[config.mk]
export PLATFORM = sky130hd
export DESIGN_NAME = adc_fmt_regs
export DESIGN_NICKNAME = d
export VERILOG_FILES = /design/src/adc_fmt_pkg.sv /design/src/adc_fmt_regs.sv /design/src/phase_delay_line.sv
export VERILOG_INCLUDE_DIRS = /design/src
export SDC_FILE = /design/constraint.sdc
export NUM_CORES = 1
export LEC_CHECK = 0
export BUFFER_PORTS_ARGS = -buffer_cell sky130_fd_sc_hd__buf_2
export CAP_MARGIN = 10
export CORE_ASPECT_RATIO = 0.8
export CORE_MARGIN = 5
export CORE_UTILIZATION = 61
export DETAILED_ROUTE_END_ITERATION = 12
export PLACE_DENSITY = 0.94
export SLEW_MARGIN = 40
export SYNTH_ARGS = -nofsm -noshare
export SYNTH_HDL_FRONTEND = slang
export SYNTH_SLANG_ARGS = --single-unit
[constraint.sdc]
create_clock -name clk -period 4.2 [get_ports clk]
set_input_delay 0.21 -clock clk [delete_from_list [all_inputs] [get_ports clk]]
set_output_delay 0.21 -clock clk [all_outputs]
set_load 0.005 [all_outputs]
[src/adc_fmt_map.svh]
// Register offsets, field positions, reset values and timing counts
// for the output format configuration bank. Included by the design
// modules and the bench; holds definitions only.
// Operation
// - Format bits 00 offset binary, 01 twos complement output coding.
// - Bit 4 set disables the selected channel's converter output.
// - Flag mode ignored while resolution is the default 16 bits.
// - Phase field delays sampling by that many input clock cycles.
// - Reference code 00 1.0 V, 01 1.2 V, 11 1.4 V.
// - Span code 000 50%, 001 57%, 010 67%, 011 80%.
// - Drive code 000..111 maps to eight rising swings; reset 011.
// - Per-channel bits touch only selected channels; others are global.
`ifndef ADC_FMT_MAP_SVH
`define ADC_FMT_MAP_SVH

// ----------------------------------------
// Register offsets
// ----------------------------------------
`define OFS_OUTPUT_FORMAT_CONTROL 8'h14
`define OFS_LANE_DRIVE_LEVEL 8'h15
`define OFS_SAMPLE_CLOCK_PHASE 8'h16
`define OFS_INPUT_RANGE_SELECT 8'h18

// ----------------------------------------
// Reset values
// ----------------------------------------
`define RST_OUTPUT_FORMAT_CONTROL 8'h01
`define RST_LANE_DRIVE_LEVEL 8'h03
`define RST_SAMPLE_CLOCK_PHASE 8'h00
`define RST_INPUT_RANGE_SELECT 8'h04

// ----------------------------------------
// Writable bit masks (others reserved)
// ----------------------------------------
`define MSK_OUTPUT_FORMAT_CONTROL 8'hF3
`define MSK_LANE_DRIVE_LEVEL 8'h07
`define MSK_SAMPLE_CLOCK_PHASE 8'h70
`define MSK_INPUT_RANGE_SELECT 8'hC7

// ----------------------------------------
// Field positions
// ----------------------------------------
`define FMT_LO 0
`define FMT_HI 1
`define DIS_BIT 4
`define FLG_LO 5
`define FLG_HI 7
`define DRV_LO 0
`define DRV_HI 2
`define PHS_LO 4
`define PHS_HI 6
`define SPN_LO 0
`define SPN_HI 2
`define REF_LO 6
`define REF_HI 7

// ----------------------------------------
// Sizes
// ----------------------------------------
`define NUM_CHAN 4
`define RES_DEFAULT 5'h10
`define PHASE_DEPTH 8

`endif

[src/adc_fmt_pkg.sv]
// Types shared by the format configuration bank.
// Assumes adc_fmt_map.svh sits in the include path.
`default_nettype none
package adc_fmt_pkg;
  // Flag kinds that may travel beside a sample
  typedef enum logic [2:0] {
    FLAG_OVR_OR_UNDR,
    FLAG_OVERRANGE,
    FLAG_UNDERRANGE,
    FLAG_VALID,
    FLAG_BLANK
  } sample_flag_e;
  // Serial write shifter states
  typedef enum logic [1:0] {
    SP_IDLE,
    SP_ADDR,
    SP_DATA
  } spi_state_e;
  // Reference levels, in millivolts
  typedef logic [11:0] millivolt_t;
  // Span relative to normal, in percent
  typedef logic [6:0] percent_t;
endpackage
`default_nettype wire

[src/adc_fmt_regs.sv]
// Output format configuration bank of a quad converter, written over
// a three-wire serial port (select, clock, data in) sampled on clk.
// Assumes the serial clock is well below clk/4 and a frame is
// 16 bits: 8-bit address then 8-bit data, MSB first, write only.
`default_nettype none
`include "adc_fmt_map.svh"

module adc_fmt_regs
  import adc_fmt_pkg::*;
(
  // Clock, reset, enable
  input wire logic clk,
  input wire logic rst_b,
  input wire logic clk_en,
  // Serial control port pins
  input wire logic sp_csb_b,
  input wire logic sp_sclk,
  input wire logic sp_sdio,
  // Channel access select, one bit per channel
  input wire logic [3:0] chan_sel,
  // Converter resolution in bits
  input wire logic [4:0] resolution,
  // Per-sample inputs from the converter
  input wire logic [3:0] overrange,
  input wire logic [3:0] underrange,
  input wire logic sample_strobe,
  // Per-channel outputs
  output logic [3:0] twos_comp,
  output logic [3:0] chan_out_en,
  output logic [7:0] sample_flags,
  output logic [3:0] sample_phase,
  // Global settings
  output logic [2:0] lane_drive_code,
  output logic [11:0] vref_mv,
  output logic [6:0] span_pct,
  // Readback of the shared registers and of channel 0's clock phase
  output logic [7:0] rd_lane_drive,
  output logic [7:0] rd_clock_phase,
  output logic [7:0] rd_input_range
);
  // ----------------------------------------
  // Pin synchronisers
  // ----------------------------------------
  logic [2:0] cs_sync_ff, sck_sync_ff, sdi_sync_ff;
  logic [2:0] nxt_cs_sync, nxt_sck_sync, nxt_sdi_sync;
  logic sck_rise;
  logic cs_act;

  // Three stages; decisions use only stages two and three
  always_comb begin
    nxt_cs_sync = {cs_sync_ff[1:0], sp_csb_b};
    nxt_sck_sync = {sck_sync_ff[1:0], sp_sclk};
    nxt_sdi_sync = {sdi_sync_ff[1:0], sp_sdio};
    sck_rise = sck_sync_ff[1] && !sck_sync_ff[2];
    cs_act = !cs_sync_ff[1] && !cs_sync_ff[2];
  end

  always_ff @(posedge clk or negedge rst_b) begin
    if (!rst_b) begin
      cs_sync_ff <= 3'h7;
      sck_sync_ff <= 3'h0;
      sdi_sync_ff <= 3'h0;
    end else if (clk_en) begin
      cs_sync_ff <= nxt_cs_sync;
      sck_sync_ff <= nxt_sck_sync;
      sdi_sync_ff <= nxt_sdi_sync;
    end
  end

  // ----------------------------------------
  // Serial frame shifter
  // ----------------------------------------
  spi_state_e sp_state_ff, nxt_sp_state;
  logic [7:0] shift_ff, nxt_shift;
  logic [7:0] addr_ff, nxt_addr;
  logic [2:0] bit_cnt_ff, nxt_bit_cnt;
  logic wr_stb;

  // Data bit taken from stage two, agreeing with the clock edge seen
  always_comb begin
    nxt_sp_state = sp_state_ff;
    nxt_shift = shift_ff;
    nxt_addr = addr_ff;
    nxt_bit_cnt = bit_cnt_ff;
    wr_stb = 1'b0;
    case (sp_state_ff)
      SP_IDLE: begin
        nxt_bit_cnt = 3'h0;
        if (cs_act) begin
          nxt_sp_state = SP_ADDR;
        end
      end
      SP_ADDR, SP_DATA: begin
        if (!cs_act) begin
          nxt_sp_state = SP_IDLE;
        end else if (sck_rise) begin
          nxt_shift = {shift_ff[6:0], sdi_sync_ff[1]};
          nxt_bit_cnt = bit_cnt_ff + 3'h1;
          if (bit_cnt_ff == 3'h7) begin
            if (sp_state_ff == SP_ADDR) begin
              nxt_addr = {shift_ff[6:0], sdi_sync_ff[1]};
              nxt_sp_state = SP_DATA;
            end else begin
              wr_stb = 1'b1;
              nxt_sp_state = SP_ADDR;
            end
          end
        end
      end
      default: nxt_sp_state = SP_IDLE;
    endcase
  end

  always_ff @(posedge clk or negedge rst_b) begin
    if (!rst_b) begin
      sp_state_ff <= SP_IDLE;
      shift_ff <= 8'h00;
      addr_ff <= 8'h00;
      bit_cnt_ff <= 3'h0;
    end else if (clk_en) begin
      sp_state_ff <= nxt_sp_state;
      shift_ff <= nxt_shift;
      addr_ff <= nxt_addr;
      bit_cnt_ff <= nxt_bit_cnt;
    end
  end

  // ----------------------------------------
  // Register bank
  // ----------------------------------------
  logic [7:0] wr_data;
  logic [7:0] fmt_ctl_ff [`NUM_CHAN];
  logic [7:0] nxt_fmt_ctl [`NUM_CHAN];
  logic [7:0] drive_ff, nxt_drive;
  logic [7:0] phase_ff [`NUM_CHAN];
  logic [7:0] nxt_phase [`NUM_CHAN];
  logic [7:0] range_ff, nxt_range;

  always_comb begin
    wr_data = {shift_ff[6:0], sdi_sync_ff[1]};
    nxt_drive = drive_ff;
    nxt_range = range_ff;
    for (int c = 0; c < `NUM_CHAN; c++) begin
      nxt_fmt_ctl[c] = fmt_ctl_ff[c];
      nxt_phase[c] = phase_ff[c];
      if (wr_stb && chan_sel[c]) begin
        if (addr_ff == `OFS_OUTPUT_FORMAT_CONTROL) begin
          nxt_fmt_ctl[c] = wr_data & `MSK_OUTPUT_FORMAT_CONTROL;
        end
        if (addr_ff == `OFS_SAMPLE_CLOCK_PHASE) begin
          nxt_phase[c] = wr_data & `MSK_SAMPLE_CLOCK_PHASE;
        end
      end
    end
    if (wr_stb && addr_ff == `OFS_LANE_DRIVE_LEVEL) begin
      nxt_drive = wr_data & `MSK_LANE_DRIVE_LEVEL;
    end
    if (wr_stb && addr_ff == `OFS_INPUT_RANGE_SELECT) begin
      nxt_range = wr_data & `MSK_INPUT_RANGE_SELECT;
    end
  end

  always_ff @(posedge clk or negedge rst_b) begin
    if (!rst_b) begin
      for (int c = 0; c < `NUM_CHAN; c++) begin
        fmt_ctl_ff[c] <= `RST_OUTPUT_FORMAT_CONTROL;
        phase_ff[c] <= `RST_SAMPLE_CLOCK_PHASE;
      end
      drive_ff <= `RST_LANE_DRIVE_LEVEL;
      range_ff <= `RST_INPUT_RANGE_SELECT;
    end else if (clk_en) begin
      for (int c = 0; c < `NUM_CHAN; c++) begin
        fmt_ctl_ff[c] <= nxt_fmt_ctl[c];
        phase_ff[c] <= nxt_phase[c];
      end
      drive_ff <= nxt_drive;
      range_ff <= nxt_range;
    end
  end

  // ----------------------------------------
  // Sampling phase delay per channel
  // ----------------------------------------
  logic [3:0] strobe_dly;

  for (genvar g = 0; g < `NUM_CHAN; g++) begin : g_phase
    phase_delay_line u_dly (
      .clk(clk),
      .rst_b(rst_b),
      .clk_en(clk_en),
      .strobe_in(sample_strobe),
      .tap_sel(phase_ff[g][`PHS_HI:`PHS_LO]),
      .strobe_out(strobe_dly[g])
    );
  end

  // ----------------------------------------
  // Decoded outputs
  // ----------------------------------------
  logic [3:0] nxt_twos, nxt_en, nxt_sphase;
  logic [7:0] nxt_flags;
  logic [11:0] nxt_vref;
  logic [6:0] nxt_span;
  sample_flag_e fa, fb;

  // Flags only matter when control bits exist beside the sample
  always_comb begin
    nxt_flags = 8'h00;
    for (int c = 0; c < `NUM_CHAN; c++) begin
      nxt_twos[c] = (fmt_ctl_ff[c][`FMT_HI:`FMT_LO] == 2'b01);
      nxt_en[c] = !fmt_ctl_ff[c][`DIS_BIT];
      nxt_sphase[c] = strobe_dly[c];
      case (fmt_ctl_ff[c][`FLG_HI:`FLG_LO])
        3'h1: begin fa = FLAG_OVERRANGE; fb = FLAG_UNDERRANGE; end
        3'h2: begin fa = FLAG_OVR_OR_UNDR; fb = FLAG_BLANK; end
        3'h3: begin fa = FLAG_BLANK; fb = FLAG_VALID; end
        3'h4: begin fa = FLAG_BLANK; fb = FLAG_BLANK; end
        default: begin fa = FLAG_OVR_OR_UNDR; fb = FLAG_VALID; end
      endcase
      if (resolution != `RES_DEFAULT) begin
        nxt_flags[2*c+1] = flag_val(fa, overrange[c], underrange[c]);
        nxt_flags[2*c] = flag_val(fb, overrange[c], underrange[c]);
      end
    end
  end

  function automatic logic flag_val(sample_flag_e k, logic ovr, logic und);
    case (k)
      FLAG_OVR_OR_UNDR: flag_val = ovr | und;
      FLAG_OVERRANGE: flag_val = ovr;
      FLAG_UNDERRANGE: flag_val = und;
      FLAG_VALID: flag_val = 1'b1;
      default: flag_val = 1'b0;
    endcase
  endfunction

  // Reference and span lookups
  always_comb begin
    case (range_ff[`REF_HI:`REF_LO])
      2'b00: nxt_vref = 12'h3E8;
      2'b01: nxt_vref = 12'h4B0;
      2'b11: nxt_vref = 12'h578;
      default: nxt_vref = 12'h000; // Unlisted code, no level
    endcase
    case (range_ff[`SPN_HI:`SPN_LO])
      3'h0: nxt_span = 7'h32;
      3'h1: nxt_span = 7'h39;
      3'h2: nxt_span = 7'h43;
      3'h3: nxt_span = 7'h50;
      default: nxt_span = 7'h64; // Normal span
    endcase
  end

  // All outputs registered
  always_ff @(posedge clk or negedge rst_b) begin
    if (!rst_b) begin
      twos_comp <= 4'hF;
      chan_out_en <= 4'hF;
      sample_flags <= 8'h00;
      sample_phase <= 4'h0;
      lane_drive_code <= 3'h3;
      vref_mv <= 12'h3E8;
      span_pct <= 7'h64;
      rd_lane_drive <= `RST_LANE_DRIVE_LEVEL;
      rd_clock_phase <= `RST_SAMPLE_CLOCK_PHASE;
      rd_input_range <= `RST_INPUT_RANGE_SELECT;
    end else if (clk_en) begin
      twos_comp <= nxt_twos;
      chan_out_en <= nxt_en;
      sample_flags <= nxt_flags;
      sample_phase <= nxt_sphase;
      lane_drive_code <= drive_ff[`DRV_HI:`DRV_LO];
      vref_mv <= nxt_vref;
      span_pct <= nxt_span;
      rd_lane_drive <= drive_ff;
      rd_clock_phase <= phase_ff[0];
      rd_input_range <= range_ff;
    end
  end
endmodule
`default_nettype wire

[src/phase_delay_line.sv]
// Per-channel sample-strobe delay line with selectable tap.
// Assumes the strobe and tap are on clk; no crossing inside.
`default_nettype none
`include "adc_fmt_map.svh"

module phase_delay_line (
  // Clock and reset
  input wire logic clk,
  input wire logic rst_b,
  input wire logic clk_en,
  // Strobe in and tap select
  input wire logic strobe_in,
  input wire logic [2:0] tap_sel,
  // Delayed strobe
  output logic strobe_out
);
  logic [`PHASE_DEPTH-2:0] line_ff;
  logic [`PHASE_DEPTH-2:0] nxt_line;
  logic [`PHASE_DEPTH-1:0] taps;

  // ----------------------------------------
  // Shift chain
  // ----------------------------------------
  // Tap 0 is the live strobe, so zero delay is truly zero; no stage goes unread
  always_comb begin
    nxt_line = {line_ff[`PHASE_DEPTH-3:0], strobe_in};
    taps = {line_ff, strobe_in};
    strobe_out = taps[tap_sel];
  end

  // Registers only
  always_ff @(posedge clk or negedge rst_b) begin
    if (!rst_b) begin
      line_ff <= '0;
    end else if (clk_en) begin
      line_ff <= nxt_line;
    end
  end
endmodule
`default_nettype wire

After elaboration in Yosys (flattened, before gate mapping)
Cells that the tools add are included.
{"block": "word_totals", "ff_bits": 150, "inputBits": 24, "output_inout_bits": 66, "elab_cells": 195}
{"block": "classes", "add_sub_neg": 1, "magnitude_cmp": 4, "n_eq_ne": 62, "n_mux": 44, "bitwise_logic": 4, "reduce_logical": 50}
{"operator": "equality test 3 x 2 -> 1 bit, second input constant", "count": 26}
{"operator": "case mux 3 bit (2 select lines)", "count": 9}
{"operator": "equality test 3 x 1 -> 1 bit, second input constant", "count": 13}
{"operator": "case mux 11 bit (3 select lines)", "count": 1}
{"operator": "equality test 8 x 5 -> 1 bit, second input constant", "count": 4}
{"operator": "case mux 1 bit (4 select lines)", "count": 8}
{"operator": "case mux 7 bit (4 select lines)", "count": 1}
{"operator": "zero test 3 bit", "count": 9}
{"operator": "AND reduction 3 bit", "count": 8}
{"operator": "2-to-1 mux 2 bit", "count": 9}
{"operator": "OR reduction 2 bit", "count": 9}
{"operator": "< comparator 3 x 4 -> 1 bit, second input constant", "count": 4}
{"operator": "equality test 3 bit, second input constant", "count": 5}
{"operator": "binary-select mux 1 bit (select 3 bit)", "count": 4}
{"operator": "equality test 2 x 1 -> 1 bit, second input constant", "count": 6}
{"operator": "AND reduction 4 bit", "count": 3}
{"operator": "2-to-1 mux 1 bit", "count": 9}
{"operator": "logical AND 1 bit", "count": 8}
{"operator": "zero test 1 bit", "count": 7}
{"operator": "2-to-1 mux 3 bit", "count": 2}
{"operator": "inequality test 2 bit, second input constant", "count": 3}
{"operator": "inequality test 3 bit, second input constant", "count": 2}
{"operator": "AND reduction 6 bit", "count": 1}
{"operator": "inequality test 5 bit, second input constant", "count": 1}
{"operator": "7 further kinds", "count": 13}

Depth between registers and ports, before layout
{"block": "logic_depth", "depth_word": 8, "depth_mapped": 6, "ltp_nobuf": 6}

By module
A second synthesis with hierarchy kept.
{"block": "unflattened", "cells_unflattened": 454, "hier_area_um2": 6312.3}
{"mod": "adc_fmt_regs", "n_inst": 1, "cells_each": 382, "area_each_um2": 5026.1, "seq_area_each_um2": 2912.8}
{"mod": "phase_delay_line", "n_inst": 4, "cells_each": 18, "area_each_um2": 321.6, "seq_area_each_um2": 175.2}

Least setup slack after synthesis
OpenSTA, ideal clock, no wires.
{"block": "synth_timing", "kind": "register to register", "from": "register sp_state_ff[0]", "to": "register fmt_ctl_ff[12] in the netlist's numbering", "setup_ns": 0.125, "t_arrival_ns": 2.259, "required_ns": 4.075, "setup_slack_ns": 1.817, "path_stages_with_launch": 7, "path_buffers": 0, "period_less_slack_ns": 2.383, "cell_sequence": "dfrtp_1 > inv_1 > ha_1 > or4b_1 > nor4_4 > nand3_1 > mux2_2"}
{"block": "synth_between", "elab_chain_cells": 8, "word_cells_on_any_way": 10, "cone_classes": "eq/ne: 2; mux: 5; reduce/logical: 3"}
{"element": "start: declaration", "line": "adc_fmt_regs.sv:73", "rtl": "spi_state_e sp_state_ff, nxt_sp_state;"}
{"element": "start signal: assignment", "line": "adc_fmt_regs.sv:121", "rtl": "sp_state_ff <= nxt_sp_state;"}
{"element": "equality test 2 x 1 -> 1 bit", "line": "adc_fmt_regs.sv:86, adc_fmt_regs.sv:100"}
{"element": "2-to-1 mux 1 bit", "line": "adc_fmt_regs.sv:100", "rtl": "if (sp_state_ff == SP_ADDR) begin"}
{"element": "2-to-1 mux 1 bit", "line": "adc_fmt_regs.sv:99", "rtl": "if (bit_cnt_ff == 3'h7) begin"}
{"element": "2-to-1 mux 1 bit", "line": "adc_fmt_regs.sv:96", "rtl": "end else if (sck_rise) begin"}
{"element": "2-to-1 mux 1 bit", "line": "adc_fmt_regs.sv:94", "rtl": "if (!cs_act) begin"}
{"element": "2-to-1 mux 1 bit (*)", "line": "adc_fmt_regs.sv:86", "rtl": "case (sp_state_ff)"}
{"element": "logical AND 1 bit (*)", "line": "adc_fmt_regs.sv:146", "rtl": "if (wr_stb && chan_sel[c]) begin"}
{"element": "AND reduction 3 bit (no line) (*)"}
{"element": "end signal: indexed assignment", "line": "adc_fmt_regs.sv:166", "rtl": "fmt_ctl_ff[c] <= `RST_OUTPUT_FORMAT_CONTROL;"}
{"element": "end signal: indexed assignment", "line": "adc_fmt_regs.sv:173", "rtl": "fmt_ctl_ff[c] <= nxt_fmt_ctl[c];"}
{"element": "end: declaration", "line": "adc_fmt_regs.sv:132", "rtl": "logic [7:0] fmt_ctl_ff [`NUM_CHAN];"}
Mark *: on every way between the ends. The rest lies on a longest branch, timed or not.
A chain may end at the register's enable or synchronous reset.

Final worst setup path
{"block": "layout_timing", "from": "register sp_state_ff[0]", "to": "register fmt_ctl_ff[9] in the netlist's numbering"}
Same word-level chain as after synthesis.

==> flow_metrics.env <==
export IMPL_status="completed"
export IMPL_syn_to_final_growth_pct=17.2
export IMPL_drt_initial_drc_count=255
export IMPL_hold_viol=0
export IMPL_cts_setup_buffers=0
export IMPL_grt_usage_pct=21.7
export IMPL_tightest_slew_ns=0.776
export IMPL_syn_inst=427
export IMPL_critPathArrivalTime_ns=2.99
export IMPL_grt_overflow_total=0
export IMPL_ctsHtreeMaxLevel=4
export IMPL_core_area_um2=9000
export IMPL_drt_wl_total_mm=11.3
export IMPL_p_switching_uw=742
export IMPL_setup_slack_ns=1.50
export IMPL_powerDensity_nw_per_um2=460
export IMPL_worst_path_largest_cell_delay_ns=0.60
export IMPL_ioPinCount=90
export IMPL_regArea_um2=3090
export IMPL_ff2ff_path_depth=6
export IMPL_setup_viol=0
export IMPL_cts_buffers=17
export IMPL_routedWlPerCell_um=17.9
export IMPL_leakage_nw=3.11
export IMPL_clock_path_buffers=2
export IMPL_maxCapViolCount=0
export IMPL_nNetsFinal=537
export IMPL_crit_type="flop to flop"
export IMPL_die_area_um2=11100
export IMPL_die_h_um=95.4
export IMPL_yosys_area_top_type_share_pct=42.3
export IMPL_synth_cell_area_um2=5570
export IMPL_drc_errors=0
export IMPL_crit_path_end_kind="flop"
export IMPL_clock_sinks=122
export IMPL_internal_power_mw=2.26
export IMPL_ant_nets=0
export IMPL_crit_required_ns=4.49
export IMPL_cts_tree="yes"
export IMPL_clock_root_buffer="clkbuf_16"
export IMPL_ys_flop_type="dfrtp_1"
export IMPL_timing_rr_start="sp_state_ff[0]"
export IMPL_clk_latency_ns=0.41
export IMPL_synth_seq_area_share_pct=55.5
export IMPL_worstPathCellList="inv_1 > ha_1 > or4b_1 > nor4_4 > nand3_1 > mux2_2"
export IMPL_grt_pass1_vias=3602
export IMPL_seqPwrFrac_pct=44.4
export IMPL_num_rows=31
export IMPL_peakVddDrop_mv=0.391
export IMPL_fin_skew_ns=0.0122
export IMPL_place_gp_congestion=0.816
export IMPL_hold_end="sck_sync_ff[0]"
export IMPL_synthTopCellsByArea="dfrtp_1 (42%), mux2_2 (18%), dfstp_2 (13%), mux4_2 (3.2%), buf_4 (3.1%)"
export IMPL_start_kind="flop"
export IMPL_n_antenna_cell=0
export IMPL_power_total_mw=3.00
export IMPL_clkPwrFrac_pct=46.4
export IMPL_swShare_pct=24.7
export IMPL_async_flop_share_pct=100
export IMPL_min_period_ns=2.70
export IMPL_hold_start="sp_sclk"
export IMPL_syn_mean_instance_area_um2=13.0
export IMPL_synth_top_cell_by_area="dfrtp_1"
export IMPL_combPwrFrac_pct=9.2
export IMPL_max_freq_mhz=371
export IMPL_clkTransAtPathRegs_ns=0.05
export IMPL_dp_hpwl_mm=7.62
export IMPL_grt_pass1_wl_mm=18.4
export IMPL_grt_max_degree=87
export IMPL_vias=3539
export IMPL_r2r_slack_ns=1.50
export IMPL_multiInputGateArea_um2=2170
export IMPL_cp_max_fo=8
export IMPL_final_max_slew_violation_count=0
export IMPL_slew_headroom_pct=48.3
export IMPL_crit_buf_inv=1
export IMPL_crit_family="simple AND/OR/NAND/NOR gates"
export IMPL_dp_slack_ns=1.53
export IMPL_synth_edf_count=0
export IMPL_synth_seq_cells=122
export IMPL_via_per_inst=5.62
export IMPL_port_buffers=72
export IMPL_drive_above_1_share_pct=45.8
export IMPL_finalCritPeriodShare_pct=64.3
export IMPL_ctsResizeCount=0
export IMPL_hold_class="input pin to flop"
export IMPL_cp_slowest_cell="or4b_1"
export IMPL_die_w_um=117
export IMPL_fin_tns_setup_ns=0
export IMPL_dr_pass1_iters=4
export IMPL_rsz0062_at_grt="no"
export IMPL_synth_cell_types=39
export IMPL_r2r_end="fmt_ctl_ff[9]"
export IMPL_cp_depth=6
export IMPL_antenna_found_initial=0
export IMPL_initial_core_util_pct=61.8
export IMPL_fillers=576
export IMPL_yosysWarningCount=0
export IMPL_holdPathStages=2
[worst max path at each step]
stage               slack (ns)      startpoint              to
floorplan                 1.82  sp_state_ff[0]  fmt_ctl_ff[12]
global placement          1.66  sp_state_ff[0]  fmt_ctl_ff[14]
detailed placement        1.53  sp_state_ff[0]  fmt_ctl_ff[14]
CTS                       1.50  sp_state_ff[0]   fmt_ctl_ff[9]
global route              1.33  sp_state_ff[0]  fmt_ctl_ff[15]
finish                    1.50  sp_state_ff[0]   fmt_ctl_ff[9]
[power groups by stage]
stage               clock (mW)  combinational, mW  sequential [mW]
detailed placement           0              0.275             1.35
CTS                       1.41              0.280             1.33
global placement             0              0.257             1.34
global route              1.46              0.313             1.35
floorplan                    0              0.201             1.32
finish                    1.39              0.276             1.33
[cell families (layout without fill, tap and decap cells)]
family                   count (synthesis)  count (layout)  share of synthesized area, %
buffers and inverters                   74             146                          6.54
XOR/XNOR                                 3               3                         0.472
other                                    1              17                        0.0674
AO/OA/AOI/OAI                           44              44                          4.95
AND/OR/NAND/NOR                         62              62                          6.41
multiplexers                           110             110                          23.6
adder cells (fa/ha/maj)                 11              11                          2.47
flip-flops                             122             122                          55.5
[layout by cell type, fill, tap and decap left out, drive strengths merged, types with 12 or more instances in the layout]
cell type	Yosys	routed
mux2i	12	12
mux2	90	90
dfrtp	94	94
clkbuf	6	23
inv	39	39
buf	29	73
nor2	15	15
conb	1	17
nand2	15	15
dfstp	28	28
[flip-flops by register name (all words and copies together) (netlist names), 4 cells and up]
signal,cells
fmt_ctl_ff,24
phase_ff,12
addr_ff,8
sample_flags,8
g_phase.u_dly.line_ff,7
shift_ff,7
span_pct,7
range_ff,5
rd_input_range,5
vref_mv,5
chan_out_en,4
sample_phase,4
twos_comp,4
[through the flow]
stage,cells,hold WS [ns],utilization (%),cell area (um^2)
final,630,0.0365,72.5,6520
after global routing,630,0.0167,72.5,6520
after CTS,630,0.0201,72.5,6520
after detailed placement,597,0.310,65.9,5930
after global placement,597,0.396,65.9,5930
after floorplan,443,-0.0856,-,5630
[timing repair]
action                                  4_1_cts  5_1_grt
endpoints found under the hold margin        60        0
hold buffers                                  1        0
endpoints found under the setup margin        0        0
[per-layer routing]
layer  vias to the layer above  GRT usage (%)  share of wire [%]
met5                         -              0                  0
met4                         0           6.40                1.1
met3                        19           7.23                6.2
met2                       102           35.5                 50
met1                      1805           27.8                 43
li1                       1613              -                  -
[cells in the mapped netlist (all sizes together), types with 6 or more instances]
cell type and n:
nand2 15, buf 29, o21ai 11, nor2 15, nand3 10, a21oi 11
mux2i 12, mux2 90, dfstp 28, ha 11, dfrtp 94, clkbuf 6
mux4 8, nand2b 6, o32ai 9, o22ai 8, inv 39
[final cells by class]
cell class                      instances  share of cell area (%)
Clock buffer                           22                    7.42
Clock inverter                         10                    1.44
Inverter                               39                    2.24
Multi-Input combinational cell        247                    33.3
Sequential cell                       122                    47.3
Tap cell                              115                    2.21
Timing Repair Buffer                   75                    6.04
No activity file was read; power rests on OpenSTA's default activity.
